===== src/verilog/uhb_pkg.sv =====
// shared constants and types of the uart host bus pin interface
package uhb_pkg;
    localparam int ADDR_W = 3;
    localparam int DATA_W = 8;
    localparam int ERR_W = 3;
    localparam int SRC_W = 4;
    localparam int DIV_W = 16;
    localparam int ISA_AW = 10;
    localparam int REQ_W = 3;
    // receive error bit positions on the high data lines
    localparam int ERR_PARITY = 0;
    localparam int ERR_FRAME = 1;
    localparam int ERR_BREAK = 2;
    // modem control bits used here
    localparam int MCR_OUT2 = 3;
    localparam int MCR_PRESCALE = 7;
    // request line positions
    localparam int REQ_FIRST = 0;
    localparam int REQ_SECOND = 1;
    localparam int REQ_THIRD = 2;
    // prescaler and divisor counts
    localparam logic [1:0] PRE_LAST = 2'h3;
    localparam logic [1:0] PRE_STEP = 2'h1;
    localparam logic [DIV_W-1:0] DIV_ONE = 16'h0001;
    // isa port bases, compared on address bits 9..3
    localparam logic [ISA_AW-1:0] COM1_BASE = 10'h3f8;
    localparam logic [ISA_AW-1:0] COM2_BASE = 10'h2f8;
    localparam logic [ISA_AW-1:0] COM3_BASE = 10'h3e8;
    localparam logic [ISA_AW-1:0] COM4_BASE = 10'h2e8;
    localparam logic [ISA_AW-1:0] PRINTER1_DECODE_N_BASE = 10'h378;
    localparam logic [ISA_AW-1:0] PRINTER2_DECODE_N_BASE = 10'h278;
    typedef enum logic [1:0] {
        ACC_IDLE = 2'b00,
        ACC_READ = 2'b01,
        ACC_WRITE = 2'b10
    } uhb_acc_t;
endpackage


===== src/verilog/uhb_rate_gen.sv =====
// prescaler and rate divider giving the 16x sampling tick
module uhb_rate_gen import uhb_pkg::*; (
    input logic clk,
    input logic rst_n,
    input logic div4,
    input logic [DIV_W-1:0] divisor,
    output logic tick
);
    typedef struct packed {
        logic [1:0] pre;
        logic [DIV_W-1:0] cnt;
        logic tick;
    } uhb_rg_t;

    uhb_rg_t s;
    uhb_rg_t next_s;
    logic pre_en;

    ////////////////////////////////////////////////////////////////
    // divisor zero holds the tick off rather than running wild
    always_comb begin
        next_s = s;
        next_s.tick = 1'b0;
        next_s.pre = s.pre + PRE_STEP;
        pre_en = !div4 || (s.pre == PRE_LAST);
        if (pre_en) begin
            if (s.cnt <= DIV_ONE) begin
                next_s.cnt = divisor;
                next_s.tick = (divisor != '0);
            end else begin
                next_s.cnt = s.cnt - DIV_ONE;
            end
        end
    end

    always_ff @(posedge clk or negedge rst_n) begin
        if (!rst_n) begin
            s <= '0;
        end else begin
            s <= next_s;
        end
    end

    assign tick = s.tick;
endmodule


===== src/verilog/uhb_isa_decode.sv =====
// isa com and printer port address decode
module uhb_isa_decode import uhb_pkg::*; (
    input logic [ISA_AW-1:0] addr,
    input logic [1:0] com_sel,
    input logic req_alt,
    output logic com_hit,
    output logic printer1_decode_n_hit,
    output logic printer2_decode_n_hit,
    output logic [REQ_W-1:0] req_pick
);
    logic [ISA_AW-1:0] com_base;

    // an eight-byte window match on bits 9..3
    function automatic logic port_match(input logic [ISA_AW-1:0] a, input logic [ISA_AW-1:0] base);
        port_match = (a[ISA_AW-1:ADDR_W] == base[ISA_AW-1:ADDR_W]);
    endfunction

    ////////////////////////////////////////////////////////////////
    // port select inputs pick one of the four com bases
    always_comb begin
        case (com_sel)
            2'b00: com_base = COM1_BASE;
            2'b01: com_base = COM2_BASE;
            2'b10: com_base = COM3_BASE;
            default: com_base = COM4_BASE;
        endcase
    end

    assign com_hit = port_match(addr, com_base);
    assign printer1_decode_n_hit = port_match(addr, PRINTER1_DECODE_N_BASE);
    assign printer2_decode_n_hit = port_match(addr, PRINTER2_DECODE_N_BASE);

    // com1/3 share the first line, com2/4 the second, alt forces the third
    always_comb begin
        req_pick = '0;
        if (req_alt) begin
            req_pick[REQ_THIRD] = 1'b1;
        end else if (!com_sel[0]) begin
            req_pick[REQ_FIRST] = 1'b1;
        end else begin
            req_pick[REQ_SECOND] = 1'b1;
        end
    end
endmodule


===== src/verilog/uhb_host_port.sv =====
// host bus pin interface of the uart: strobe-bus and isa modes
module uhb_host_port import uhb_pkg::*; (
    input logic CLK,
    input logic RESETN,
    input logic BUS_MODE_N,
    input logic WIDTH_PICK,
    input logic PRESCALE_PICK,
    input logic [ADDR_W-1:0] ADDR,
    input logic READ_STROBE_N,
    input logic READ_STROBE_HI,
    input logic WRITE_STROBE_N,
    input logic WRITE_STROBE_HI,
    input logic CHIP_PICK_HI_A,
    input logic CHIP_PICK_HI_B,
    input logic CHIP_PICK_LOW,
    input logic ADDR_LATCH_STROBE_N,
    input logic ISA_A4,
    input logic ISA_A9,
    input logic COM_PICK_ONE,
    input logic COM_PICK_TWO,
    input logic COM_PICK_THREE,
    input logic [DATA_W-1:0] DATA_IN,
    output logic [DATA_W-1:0] DATA_OUT,
    output logic DATA_OE,
    output logic PARITY_ERR_LINE,
    output logic FRAME_ERR_LINE,
    output logic ERR_LINES_OE,
    output logic BREAK_ERR_LINE,
    output logic BREAK_ERR_OE,
    output logic INT_REQ_FIRST,
    output logic INT_REQ_FIRST_OE,
    output logic RX_AVAIL_LOW,
    output logic RX_AVAIL_LOW_OE,
    output logic TX_SPACE_LOW,
    output logic TX_SPACE_LOW_OE,
    output logic RATE_GEN_OUT_N,
    output logic GP_OUT_TWO,
    output logic GP_OUT_TWO_OE,
    output logic [ADDR_W-1:0] REG_INDEX,
    output logic REG_RD,
    output logic REG_WR,
    output logic [DATA_W-1:0] REG_WDATA,
    input logic [DATA_W-1:0] REG_RDATA,
    input logic [ERR_W-1:0] RX_ERR,
    input logic [SRC_W-1:0] SRC_ACTIVE,
    input logic [SRC_W-1:0] IRQ_ENABLE,
    input logic RX_HOLD_FULL,
    input logic RX_FIFO_NONEMPTY,
    input logic TX_SPACE,
    input logic [DATA_W-1:0] MODEM_CTL,
    input logic [DIV_W-1:0] DIVISOR,
    output logic RX_SAMPLE_TICK
);
    typedef struct packed {
        uhb_acc_t acc;
        logic rd_prev;
        logic wr_prev;
        logic as_prev;
        logic rclk_prev;
        logic fresh;
        logic lat_sel;
        logic [ADDR_W-1:0] lat_idx;
        logic [ADDR_W-1:0] acc_idx;
        logic rd;
        logic wr;
        logic [DATA_W-1:0] wdata;
        logic [DATA_W-1:0] dout;
        logic [ERR_W-1:0] err;
        logic irq;
        logic rx_low;
        logic tx_low;
        logic printer1_decode_n_n;
        logic printer2_decode_n_n;
        logic rx_tick;
        logic strap_div4;
        logic strap_done;
    } uhb_port_t;

    uhb_port_t s;
    uhb_port_t next_s;
    logic isa;
    logic wide;
    logic rd_lvl;
    logic wr_lvl;
    logic cs_ok;
    logic live_sel;
    logic eff_sel;
    logic [ADDR_W-1:0] eff_idx;
    logic [ISA_AW-1:0] isa_addr;
    logic com_hit;
    logic printer1_decode_n_hit;
    logic printer2_decode_n_hit;
    logic [REQ_W-1:0] req_pick;
    logic div4;
    logic rate_tick;
    logic req_gate;

    ////////////////////////////////////////////////////////////////
    // pin roles by mode
    assign isa = !BUS_MODE_N;
    assign wide = !WIDTH_PICK && !isa;
    // isa keeps only the low-active strobes, high pins are addresses
    assign rd_lvl = isa ? !READ_STROBE_N : (!READ_STROBE_N || READ_STROBE_HI);
    assign wr_lvl = isa ? !WRITE_STROBE_N : (!WRITE_STROBE_N || WRITE_STROBE_HI);
    assign cs_ok = CHIP_PICK_HI_A && CHIP_PICK_HI_B && !CHIP_PICK_LOW;
    assign isa_addr = {ISA_A9, WRITE_STROBE_HI, CHIP_PICK_LOW, CHIP_PICK_HI_B,
                       CHIP_PICK_HI_A, ISA_A4, READ_STROBE_HI, ADDR};
    assign live_sel = isa ? (com_hit && !ADDR_LATCH_STROBE_N) : cs_ok;
    // a fresh strobe latch wins, otherwise take the live pins at access start
    assign eff_sel = s.fresh ? s.lat_sel : live_sel;
    assign eff_idx = s.fresh ? s.lat_idx : ADDR;
    assign div4 = s.strap_div4 || MODEM_CTL[MCR_PRESCALE];
    assign req_gate = MODEM_CTL[MCR_OUT2];

    uhb_isa_decode u_decode (
        .addr(isa_addr),
        .com_sel({COM_PICK_TWO, COM_PICK_ONE}),
        .req_alt(COM_PICK_THREE),
        .com_hit(com_hit),
        .printer1_decode_n_hit(printer1_decode_n_hit),
        .printer2_decode_n_hit(printer2_decode_n_hit),
        .req_pick(req_pick)
    );

    uhb_rate_gen u_rate (
        .clk(CLK),
        .rst_n(RESETN),
        .div4(div4),
        .divisor(DIVISOR),
        .tick(rate_tick)
    );

    ////////////////////////////////////////////////////////////////
    // access sequencing, address latch, status and decode registers
    always_comb begin
        next_s = s;
        next_s.rd_prev = rd_lvl;
        next_s.wr_prev = wr_lvl;
        next_s.as_prev = ADDR_LATCH_STROBE_N;
        next_s.rclk_prev = COM_PICK_TWO;
        next_s.rd = 1'b0;
        next_s.wr = 1'b0;
        // strap caught once, one clock after reset release
        if (!s.strap_done) begin
            next_s.strap_div4 = !PRESCALE_PICK;
            next_s.strap_done = 1'b1;
        end
        case (s.acc)
            ACC_IDLE: begin
                // both strobes together start nothing, avoiding test-mode hazards
                if (rd_lvl && !s.rd_prev && !wr_lvl && eff_sel) begin
                    next_s.acc = ACC_READ;
                    next_s.acc_idx = eff_idx;
                    next_s.rd = 1'b1;
                end else if (wr_lvl && !s.wr_prev && !rd_lvl && eff_sel) begin
                    next_s.acc = ACC_WRITE;
                    next_s.acc_idx = eff_idx;
                    next_s.wdata = DATA_IN;
                end
            end
            ACC_READ: begin
                next_s.dout = REG_RDATA;
                next_s.err = RX_ERR;
                if (!rd_lvl) begin
                    next_s.acc = ACC_IDLE;
                    next_s.fresh = 1'b0;
                end
            end
            ACC_WRITE: begin
                // data tracked while active, committed on the trailing edge
                if (wr_lvl) begin
                    next_s.wdata = DATA_IN;
                end else begin
                    next_s.acc = ACC_IDLE;
                    next_s.wr = 1'b1;
                    next_s.fresh = 1'b0;
                end
            end
            default: begin
                next_s.acc = ACC_IDLE;
            end
        endcase
        // after the access steps so a new strobe fall wins over an access-end clear
        if (ADDR_LATCH_STROBE_N) begin
            next_s.fresh = 1'b0;
        end else if (s.as_prev) begin
            next_s.fresh = 1'b1;
            next_s.lat_sel = live_sel;
            next_s.lat_idx = ADDR;
        end
        next_s.irq = |(SRC_ACTIVE & IRQ_ENABLE);
        next_s.rx_low = !(RX_HOLD_FULL || RX_FIFO_NONEMPTY);
        next_s.tx_low = !TX_SPACE;
        next_s.printer1_decode_n_n = !(isa && printer1_decode_n_hit && !ADDR_LATCH_STROBE_N);
        next_s.printer2_decode_n_n = !(isa && printer2_decode_n_hit && !ADDR_LATCH_STROBE_N);
        // receiver clock: internal rate tick in isa, else external 16x edge
        next_s.rx_tick = isa ? rate_tick : (COM_PICK_TWO && !s.rclk_prev);
    end

    always_ff @(posedge CLK or negedge RESETN) begin
        if (!RESETN) begin
            s <= '0;
            s.rd_prev <= 1'b0;
            // strobe history starts low: a tied-low strobe must not latch idle pins
            s.rx_low <= 1'b1;
            s.tx_low <= 1'b1;
            s.printer1_decode_n_n <= 1'b1;
            s.printer2_decode_n_n <= 1'b1;
        end else begin
            s <= next_s;
        end
    end

    ////////////////////////////////////////////////////////////////
    // register set side
    assign REG_INDEX = s.acc_idx;
    assign REG_RD = s.rd;
    assign REG_WR = s.wr;
    assign REG_WDATA = s.wdata;
    assign RX_SAMPLE_TICK = s.rx_tick;

    // data bus and high data lines
    assign DATA_OUT = s.dout;
    assign DATA_OE = (s.acc == ACC_READ);
    assign PARITY_ERR_LINE = s.err[ERR_PARITY];
    assign FRAME_ERR_LINE = s.err[ERR_FRAME];
    assign ERR_LINES_OE = wide && (s.acc == ACC_READ);
    // the eleventh line carries three roles, picked by mode
    always_comb begin
        if (isa) begin
            BREAK_ERR_LINE = s.printer2_decode_n_n;
            BREAK_ERR_OE = 1'b1;
        end else if (wide) begin
            BREAK_ERR_LINE = s.err[ERR_BREAK];
            BREAK_ERR_OE = (s.acc == ACC_READ);
        end else begin
            BREAK_ERR_LINE = (s.acc != ACC_READ);
            BREAK_ERR_OE = 1'b1;
        end
    end

    // status pins double as three-state request lines in isa
    assign INT_REQ_FIRST = s.irq;
    assign RX_AVAIL_LOW = isa ? s.irq : s.rx_low;
    assign TX_SPACE_LOW = isa ? s.irq : s.tx_low;
    assign INT_REQ_FIRST_OE = !isa || (req_gate && req_pick[REQ_FIRST]);
    assign RX_AVAIL_LOW_OE = !isa || (req_gate && req_pick[REQ_SECOND]);
    assign TX_SPACE_LOW_OE = !isa || (req_gate && req_pick[REQ_THIRD]);

    // rate pin and general output
    assign RATE_GEN_OUT_N = isa ? s.printer1_decode_n_n : !rate_tick;
    assign GP_OUT_TWO = !MODEM_CTL[MCR_OUT2];
    assign GP_OUT_TWO_OE = !isa;
endmodule


===== config.mk =====
export PLATFORM = sky130hd
export DESIGN_NAME = uhb_host_port
export DESIGN_NICKNAME = d
export VERILOG_FILES = /design/src/verilog/uhb_pkg.sv /design/src/verilog/uhb_rate_gen.sv /design/src/verilog/uhb_isa_decode.sv /design/src/verilog/uhb_host_port.sv
export SDC_FILE = /design/constraint.sdc
export NUM_CORES = 1
export LEC_CHECK = 0
export BUFFER_PORTS_ARGS = -buffer_cell sky130_fd_sc_hd__buf_2
export CORE_MARGIN = 10
export CORE_UTILIZATION = 49
export DETAILED_ROUTE_END_ITERATION = 10
export GPL_TIMING_DRIVEN = 0
export PLACE_DENSITY = 0.79
export SLEW_MARGIN = 30
export SYNTH_ARGS = -nofsm -noshare
export SYNTH_HDL_FRONTEND = slang
export SYNTH_SLANG_ARGS = --single-unit
export TNS_END_PERCENT = 50

===== constraint.sdc =====
create_clock -name CLK -period 6.6 [get_ports CLK]
set_clock_uncertainty 0.1 [all_clocks]
set_input_delay 0.99 -clock CLK [delete_from_list [all_inputs] [get_ports CLK]]
set_output_delay 0.99 -clock CLK [all_outputs]
set_load 0.005 [all_outputs]

### Word-level counts from Yosys, hierarchy flattened

Cells that the tools add are included.

* bits in registers: 62
* bits in latches: 0
* memory bits (writable): 0
* bits in read-only memories: 0
* bits of input ports: 75
* output and inout bits: 37
* logic and storage cells: 146
* memories: 0

* add/subtract/negate cells: 2
* multipliers: 0
* divide/modulo/power cells: 0
* magnitude comparators: 1
* equal/unequal tests: 17
* shift operators: 0
* multiplexer cells: 41
* bitwise gates (word level): 2
* reductions and logical operators: 58

Operators with widths (count)
* $pmux W9 S3: 1
* $mux W1: 24
* $mux W8: 3
* $logic_and A1 B1 Y1: 19
* $logic_not A1 Y1: 19
* $le A16 B1 Y1 const B: 1
* $mux W16: 1
* $pmux W8 S2: 1
* $reduce_bool A16 Y1: 1
* $sub A16 B1 Y16 const B: 1
* $eq A7 B7 Y1 const B: 2
* $mux W2: 5
* $ne A2 B2 Y1 const B: 5
* $mux W3: 3
* $logic_or A1 B1 Y1: 8
* $ne A4 B4 Y1 const B: 2
* $eq A7 B7 Y1: 1
* $eq A2 B2 Y1 const B: 3
* $pmux W2 S3: 1
* $reduce_and A3 Y1: 2
* $mux W5: 1
* $and A4 B4 Y4: 1
* $eq A2 B1 Y1 const B: 2
* $logic_not A2 Y1: 2
* 10 further kinds: 12

### Depth between registers and ports, before layout

Gate-level depths: netlist of run 1.

* depth in word-level cells: 10
* mapped depth: 8

### By module

A second synthesis of run 1 with hierarchy kept.

* cells, all modules: 363
* area total of the unflattened synthesis: 3449.6 um2

Modules (own cells, without submodules)
* uhb_host_port: instances 1, cells each 218, area each 2182.1 um2, sequential area each 1081.0 um2
* uhb_rate_gen: instances 1, cells each 133, area each 1183.6 um2, sequential area each 475.5 um2
* uhb_isa_decode: instances 1, cells each 12, area each 83.8 um2, sequential area each 0.0 um2

### Worst setup path after synthesis of run 1

No wires, ideal clock.

* path type: in2out
* start point: input port BUS_MODE_N
* end point: output port RATE_GEN_OUT_N
* arrival: 1.827 ns
* required time: 5.510 ns
* path slack: 3.683 ns
* stages: 3
* buffers on the path: 2
* path through: clkbuf_1 -> clkbuf_1 -> mux2_2

* longest elaborated chain between the ends: 1

RTL lines
* start: declaration: RTL line uhb_host_port.sv:5 `input logic BUS_MODE_N,`
* $mux W1: RTL line uhb_host_port.sv:251 `assign RATE_GEN_OUT_N = isa ? s.printer1_decode_n_n : !rate_tick;`
* end: declaration: RTL line uhb_host_port.sv:36 `output logic RATE_GEN_OUT_N,`

No other way between the ends.

### Worst setup path in the final report of run 1

Same ends and word-level chain as after synthesis.

==> results of run 1 <==
## layer usage
layer / up-vias / track usage
li1: 1261 / -
met1: 1215 / 0.183
met2: 111 / 0.233
met3: 13 / 0.0618
met4: 0 / 0.0554
met5: - / 0
## power by group
| part | internal [mW] | switching (mW) | total, mW |
|---|---|---|---|
| clock network | 0.144 | 0.147 | 0.291 |
| logic | 0.209 | 0.149 | 0.358 |
| registers | 0.476 | 0.0741 | 0.550 |
| total | 0.829 | 0.371 | 1.20 |
## worst paths after layout
path	start	end
max in group asynchronous	RESETN	s[3]
worst min register to register	u_rate.s[17]	u_rate.s[17]
worst max-delay path	BUS_MODE_N	RATE_GEN_OUT_N
worst max register to register	u_rate.s[5]	u_rate.s[1]
worst min-delay path	u_rate.s[17]	u_rate.s[17]
min in group asynchronous	RESETN	INT_REQ_FIRST
## layout make-up
type / instances / area share
sequential: 62 / 0.392
timing repair buffer: 105 / 0.139
antenna: 1 / 0.000631
multi-input combinational: 186 / 0.331
clock buffer: 10 / 0.0347
clock inverter: 6 / 0.00946
tap: 77 / 0.0243
inverter: 18 / 0.0170
buffer: 31 / 0.0514
## logic make-up (layout without fill, tap and decap cells)
| family | Yosys count | in the layout |
|---|---|---|
| AND/OR/NAND/NOR | 87 | 87 |
| flip-flops | 62 | 62 |
| AO/OA/AOI/OAI | 55 | 55 |
| buffers and inverters | 49 | 170 |
| multiplexers | 38 | 38 |
| adder cells (fa/ha/maj) | 3 | 3 |
| XOR/XNOR | 2 | 2 |
| other | 1 | 2 |
## synth_stat cells (5+ instances only)
cell type | instances | area share
sky130_fd_sc_hd__a21oi_1 | 13 | 0.021
sky130_fd_sc_hd__buf_4 | 21 | 0.050
sky130_fd_sc_hd__clkbuf_1 | 8 | 0.0096
sky130_fd_sc_hd__dfrtp_1 | 58 | 0.46
sky130_fd_sc_hd__inv_1 | 18 | 0.021
sky130_fd_sc_hd__mux2_2 | 30 | 0.11
sky130_fd_sc_hd__mux2i_1 | 7 | 0.022
sky130_fd_sc_hd__nand2_1 | 22 | 0.026
sky130_fd_sc_hd__nand2b_1 | 7 | 0.014
sky130_fd_sc_hd__nor2_1 | 18 | 0.021
sky130_fd_sc_hd__nor3_1 | 10 | 0.016
sky130_fd_sc_hd__o21ai_0 | 11 | 0.018
sky130_fd_sc_hd__o22ai_1 | 5 | 0.010
sky130_fd_sc_hd__or3_1 | 5 | 0.010
## flip-flops by register name, summed over array words and instances, names as in the netlist
signal / flops
u_rate.s: 18
REG_WDATA: 8
s: 18
INT_REQ_FIRST: 1
REG_RD: 1
PARITY_ERR_LINE: 1
REG_WR: 1
DATA_OUT: 8
FRAME_ERR_LINE: 1
RX_SAMPLE_TICK: 1
u_rate.tick: 1
REG_INDEX: 3
## stage by stage
step / utilization / cells / hold slack [ps] / instance area [sq um]
floorplan: - / 297 / 299 / 3140
global placement: 0.599 / 478 / 301 / 3760
detailed placement: 0.604 / 479 / 319 / 3790
CTS: 0.632 / 495 / 328 / 3970
global route: 0.632 / 495 / 352 / 3970
finish: 0.632 / 496 / 327 / 3970
==> results.md, run 1 <==
Run status:
- The run finished with clean final reports.

Cells and area:
- The relative area change from synthesis to final layout is 26.2%.
- Registers take around 1600 sq um.
- The fraction of layout instances using a drive strength above 1 is 0.445.
- The post-layout net count is around 490.
- The library cell used most frequently in the layout, excluding fill and tap cells, is sky130_fd_sc_hd__buf_2.
- Leaving out fill and tap cells, the most frequent cells in the layout are 104 x sky130_fd_sc_hd__buf_2, 58 x sky130_fd_sc_hd__dfrtp_1, 30 x sky130_fd_sc_hd__mux2_2.
- Summing all multi-input logic gate instances after layout gives approximately 1300 sq um.
- Fill cells in the final layout number ~550.

Clock network:
- After clock tree synthesis, the setup repair step added 0 buffers.
- The clock transition at the registers of the reported paths is ~70 ps.
- The tree is rooted in a sky130_fd_sc_hd__clkbuf_8.
- Buffers inserted during clock tree synthesis total 9.
- The total clock sinks is 62.
- The number of hold buffers added after CTS is 0.
- For the worst-skew pair, the clock arrives at the later sink with an insertion delay of roughly 330 ps.
- The maximum count of clock buffers along a single path is 2.
- The H-tree depth is 3.
- The TritonCTS clock tree is yes.
- Once the clock tree was built, the resizer swapped 0 gates to a different size.

Synth:
- The synthesized-area fraction occupied by ao, oa, aoi and oai cells is 0.120.
- The synthesized netlist net count is approximately 380.
- The share of cell area taken by muxes after synthesis is 0.135.
- The flip-flop cell with the highest count after synthesis is sky130_fd_sc_hd__dfrtp_1.
- The async set-or-reset flop fraction in the synthesized netlist is 1.00.
- The adder-cell share of the synthesized area is 0.0119.
- The main combinational cell family by area after synthesis is simple AND/OR/NAND/NOR gates.
- The synthesized flop and latch total is 62.
- In this run the mean area of a mapped cell was 10.6 sq um.
- For this run, the register share of the synthesized area comes to 0.495.
- For this run, the number of Yosys warnings is 0.
- The gate count of the mapped netlist is between 200 and 300.
- The count of unique library cells instantiated by Yosys is 52.
- The number of enable flip-flop cells after synthesis is 0.
- The XOR/XNOR share of the synthesized area is 0.00557.
- The area share of and/or/nand/nor cells after synthesis is 0.145.
- The synthesized netlist occupies a cell area of about 3100 sq um.

STA:
- The count of final hold-check violations was 0.
- The final number of max-transition violations is 0.
- Setup violations remaining at the end of the flow were counted as 0.
- The post-route setup TNS is 0 ps.
- The final worst-path cycle share is 0.483.
- The setup slack after layout is about 3400 ps.
- The clock period could shrink to between 3000 and 4000 ps.
- The maximum clock frequency is 313 MHz.
- Setup repair after global routing left no endpoint under its margin.
- The tightest slew margin relative to the limit is 0.510.
- The worst-margin pin slew is 733 ps.

Critical path:
- For the worst flop-to-flop path, the logic depth is 7.
- Across all register-to-register paths, the minimum setup slack is 4240 ps.
- The kind of cell with the highest combined delay along the critical path is buffers and inverters.
- The number of buffer and inverter instances along the worst setup path is 3.
- The worst setup path is captured at an output pin.
- On the worst path, the slowest cell contributes a delay of between 300 and 400 ps.
- By instance count, the cell type seen most on the critical path is sky130_fd_sc_hd__clkbuf_1.
- The required time reported for the critical path endpoint is roughly 5500 ps.
- At the worst endpoint, the arrival time is around 2100 ps.
- The critical path's slowest cell is sky130_fd_sc_hd__mux2_2.
- The critical path is of the in2out type.
- The critical path depth in cells is 4.
- Along the worst path, the maximum fanout reaches 10.
- The signal on the critical path passes through clkbuf_1, clkbuf_1, mux2_2, buf_2.
- The startpoint kind of the worst setup timing path is an input pin.

GRT:
- Across every metal layer, demand over resource in global routing totals 0.150.
- The initial antenna violation count is 1.
- The via count of the first global-routing pass was 2600.
- The first-pass GRT wire length is ~12000 um.
- The total overflow left after global routing is 0.
- Entering global routing, the biggest net connects slightly above 50 pins.

Detailed routing:
- After detailed routing, the average wire length per cell comes to between 15 and 20 um.
- The number of DRC markers after the initial detailed-route iteration is around 140.
- The uppermost layer routed is met4.
- The number of routed nets with antenna violations is 0.
- The wire length on met2 is 3360 um.
- The first TritonRoute pass finished after 5 iterations.
- The residual DRC count is 0.
- Using the TritonRoute via totals, the vias-per-cell ratio works out to ~5.2.
- The met3 wire length is around 840 um.
- The final route contains 2600 vias.
- The final layout contains routed wiring with a total length of 7490 um.
- The met1 wire length is 3200 um.

Hold path:
- The min-delay analysis places its worst path in the category reg2reg.
- Along the worst hold path, the cell count comes to 1.

Die:
- The initial utilization of the core area, before any placement, comes to 0.501.
- The floorplan step defined a core boundary enclosing ~6300 sq um.
- The floorplan has 29 rows.
- In this run the count of I/O pins placed on the die edge is ~110.
- The area enclosed by the die boundary is between 10000 and 15000 sq um.
- The die extent in x is around 100 um.
- The vertical extent of the die is approximately 100 um.

Placement:
- The pre-CTS worst setup slack is 3400 ps.
- At the end of routability-driven placement, the weighted congestion stood at 0.832.
- During placement, the flow inserted port buffers numbering ~100.
- The post-detailed-placement half-perimeter wirelength is ~5800 um.

Power and ir drop:
- In this run the static leakage power is about 2 nW.
- In this run the power density over the cells is just over 300 nW/um^2.
- VDD sags by at most approximately 0.21 mV.
- The overall power after layout is approximately 1.2 mW.

Flow run:
- The number of max-capacitance violations reported is 0.
Power figures use the tool's default switching activity.
==> run 2, diff against run 1 <==
- clock period: 6.6 -> 3.3 ns (I/O delays scaled with it)
==> results.md, run 2 (same netlist as run 1, synthesis figures left out) <==
STA:
- The final number of max-transition violations is 0.
- In the final timing run, aggregate negative setup slack is 0 ps.
- Headroom to the max-slew limit came out at 0.519.
- The final worst-path cycle share is 0.769.
- For the pin with the worst max-slew slack, the measured transition is around 720 ps.
- The shortest clock period the worst path allows after layout is about 2500 ps.
- The count of final hold-check violations is 0.
- Setup repair after global routing left no endpoint under its margin.
- The count of endpoints failing setup in the final report is 0.
- The maximum clock frequency is around 400 MHz.

GRT:
- The overall routing resource usage is 0.150.
- The first-pass GRT wire length is about 12000 um.
- Summed over all layers, the global routing overflow is 0.
- The largest net degree at the start of global routing is approximately 50.
- The via count of the first global-routing pass is 2603.
- The initial antenna violation count is 1.

Detailed routing:
- In this run, the number of DRC markers left after iteration 0 of detailed routing was approximately 120.
- Once detail routing completed, the nets flagged for antenna violations numbered 0.
- The via total after detailed routing is 2599.
- The number of optimization iterations in the first detailed-route pass is 4.
- After detailed routing, the average wire length per cell comes to between 15 and 20 um.
- The met3 wire length is 835 um.
- The total routed wirelength is 7520 um.
- The uppermost layer routed is met4.
- The routed design uses 3380 um of met2 wire.
- In the routed design, unresolved DRC markers number 0.
- In the routed layout, each cell is associated on average with a via count of 5.23.
- The met1 wire length is between 3000 and 4000 um.

Flow run:
- Across the run, the number of max-cap violations was 0.

Hold path:
- In this run the worst hold path is classified as in2reg.

Clock network:
- The root cell of the clock tree is sky130_fd_sc_hd__clkbuf_8.
- The buffer count from post-CTS setup fixing is 0.
- The clock transition at the registers of the reported paths is roughly 70 ps.
- CTS saw between 60 and 70 sinks.
- TritonCTS built the clock tree.
- No sink is reached through more buffers than the 2 on the longest clock path.
- The insertion delay to the later sink of the worst-skew pair is 330 ps.
- Buffers inserted during clock tree synthesis total 9.
- The H-tree was split into 3 levels.

Cells and area:
- The number of fillers in the final layout is 553.
- Leaving out fill and tap cells, the most frequent cells in the layout are 104 x sky130_fd_sc_hd__buf_2, 58 x sky130_fd_sc_hd__dfrtp_1, 30 x sky130_fd_sc_hd__mux2_2.
- The relative area change from synthesis to final layout is 26.6%.
- The fraction of layout instances using a drive strength above 1 is 0.444.
- The post-layout net count is 492.
- The most frequent standard cell in the layout excluding fill and tap cells is sky130_fd_sc_hd__buf_2.
- For this run, the share of the core covered by cells in the final layout is 0.634.
- The post-route cell area is 3980 sq um.
- The largest registers in the layout are s: 18 flops, u_rate.s: 18 flops.

Critical path:
- The maximum fanout count along the critical path is 10.
- Walking the worst path, the cells encountered are nor2b_1, clkbuf_1, clkbuf_1, and3b_1, buf_2.
- The critical path's slowest cell is sky130_fd_sc_hd__clkbuf_1.
- The peak per-stage delay on the critical path is 450 ps.
- The number of buffers and inverters on the critical path is 3.
- The critical path in this run is classified as reg2out.
- The category of the worst setup path capture point is an output pin.
- The startpoint kind of the worst setup timing path is a flip-flop.
- For the worst setup path, the data arrival time is between 1500 and 2000 ps.
- The required time reported for the critical path endpoint is 2700 ps.
- The most numerous cell type found on the critical path is sky130_fd_sc_hd__clkbuf_1.
- The category of cells accounting for the largest share of critical-path delay is buffers and inverters.

Die:
- The floorplan has 29 rows.
- In this run the horizontal extent of the chip is roughly 100 um.
- The standard cell core area is ~6300 sq um.
- The vertical extent of the die is 100 um.
- For this configuration, the core starts out at a cell density of 0.501.
- The floorplan step defined a die boundary enclosing ~10000 sq um.
- In this run the count of I/O pins placed on the die edge is 112.

Power and ir drop:
- For this design the ratio of total power to cell area is just over 600 nW/um^2.
- The standby leakage power is approximately 2 nW.
- The worst IR drop on VDD is ~0.42 mV.

Placement:
- At the end of routability-driven placement, the weighted congestion stood at around 0.83.
- After legalization and detailed placement, the total HPWL measured 5790 um.
- The count of port buffers added during placement is approximately 100.
- The area of placed instances is roughly 3800 sq um.

Run status:
- The run finished with clean final reports.
-- run 2: final cells by class --
| type | count | area (sq um) | area share |
|---|---|---|---|
| Clock inverter | 6 | 37.5 | 0.00944 |
| Sequential cell | 62 | 1560 | 0.391 |
| Multi-Input combinational cell | 186 | 1320 | 0.331 |
| Buffer | 31 | 204 | 0.0513 |
| Antenna cell | 1 | 2.50 | 0.000629 |
| Clock buffer | 10 | 138 | 0.0346 |
| Timing Repair Buffer | 106 | 561 | 0.141 |
| Inverter | 18 | 67.6 | 0.0170 |
| Tap cell | 77 | 96.3 | 0.0242 |
-- run 2: worst paths after layout --
path                                 end  depth (start not counted)  slack (ps)         start
setup reg to reg             u_rate.s[1]                          7         940   u_rate.s[5]
max in group asynchronous           s[3]                          3        2100        RESETN
setup / recovery            ERR_LINES_OE                          5         760         s[42]
hold / removal                      s[5]                          2         160      TX_SPACE
min in group asynchronous  INT_REQ_FIRST                          2         470        RESETN
hold reg to reg             u_rate.s[17]                          1         330  u_rate.s[17]
-- run 2: metrics by stage --
step	hold slack [ps]	instances	setup slack, ps	total power, mW
floorplan	99.4	297	1070	1.57
global placement	301	478	861	1.80
detailed placement	262	479	803	1.83
CTS	152	496	719	2.43
global route	159	496	564	2.57
finish	165	497	761	2.40
-- run 2: what timing repair did --
action                    4_1_cts  5_1_grt
hold endpoints to repair       10        0
gates resized for setup         0        0
hold buffers                    1        0
-- run 2: report_power, final --
part,leakage [nW],switching [mW],internal [mW]
registers,0.765,0.148,0.952
logic,1.15,0.299,0.419
clock network,0.0841,0.294,0.288
total,2.00,0.741,1.66
-- run 2: per-layer routing --
layer,track usage,vias to the layer above
met5,0,-
met4,0.0554,0
met3,0.0625,13
met2,0.233,111
met1,0.182,1212
li1,-,1263
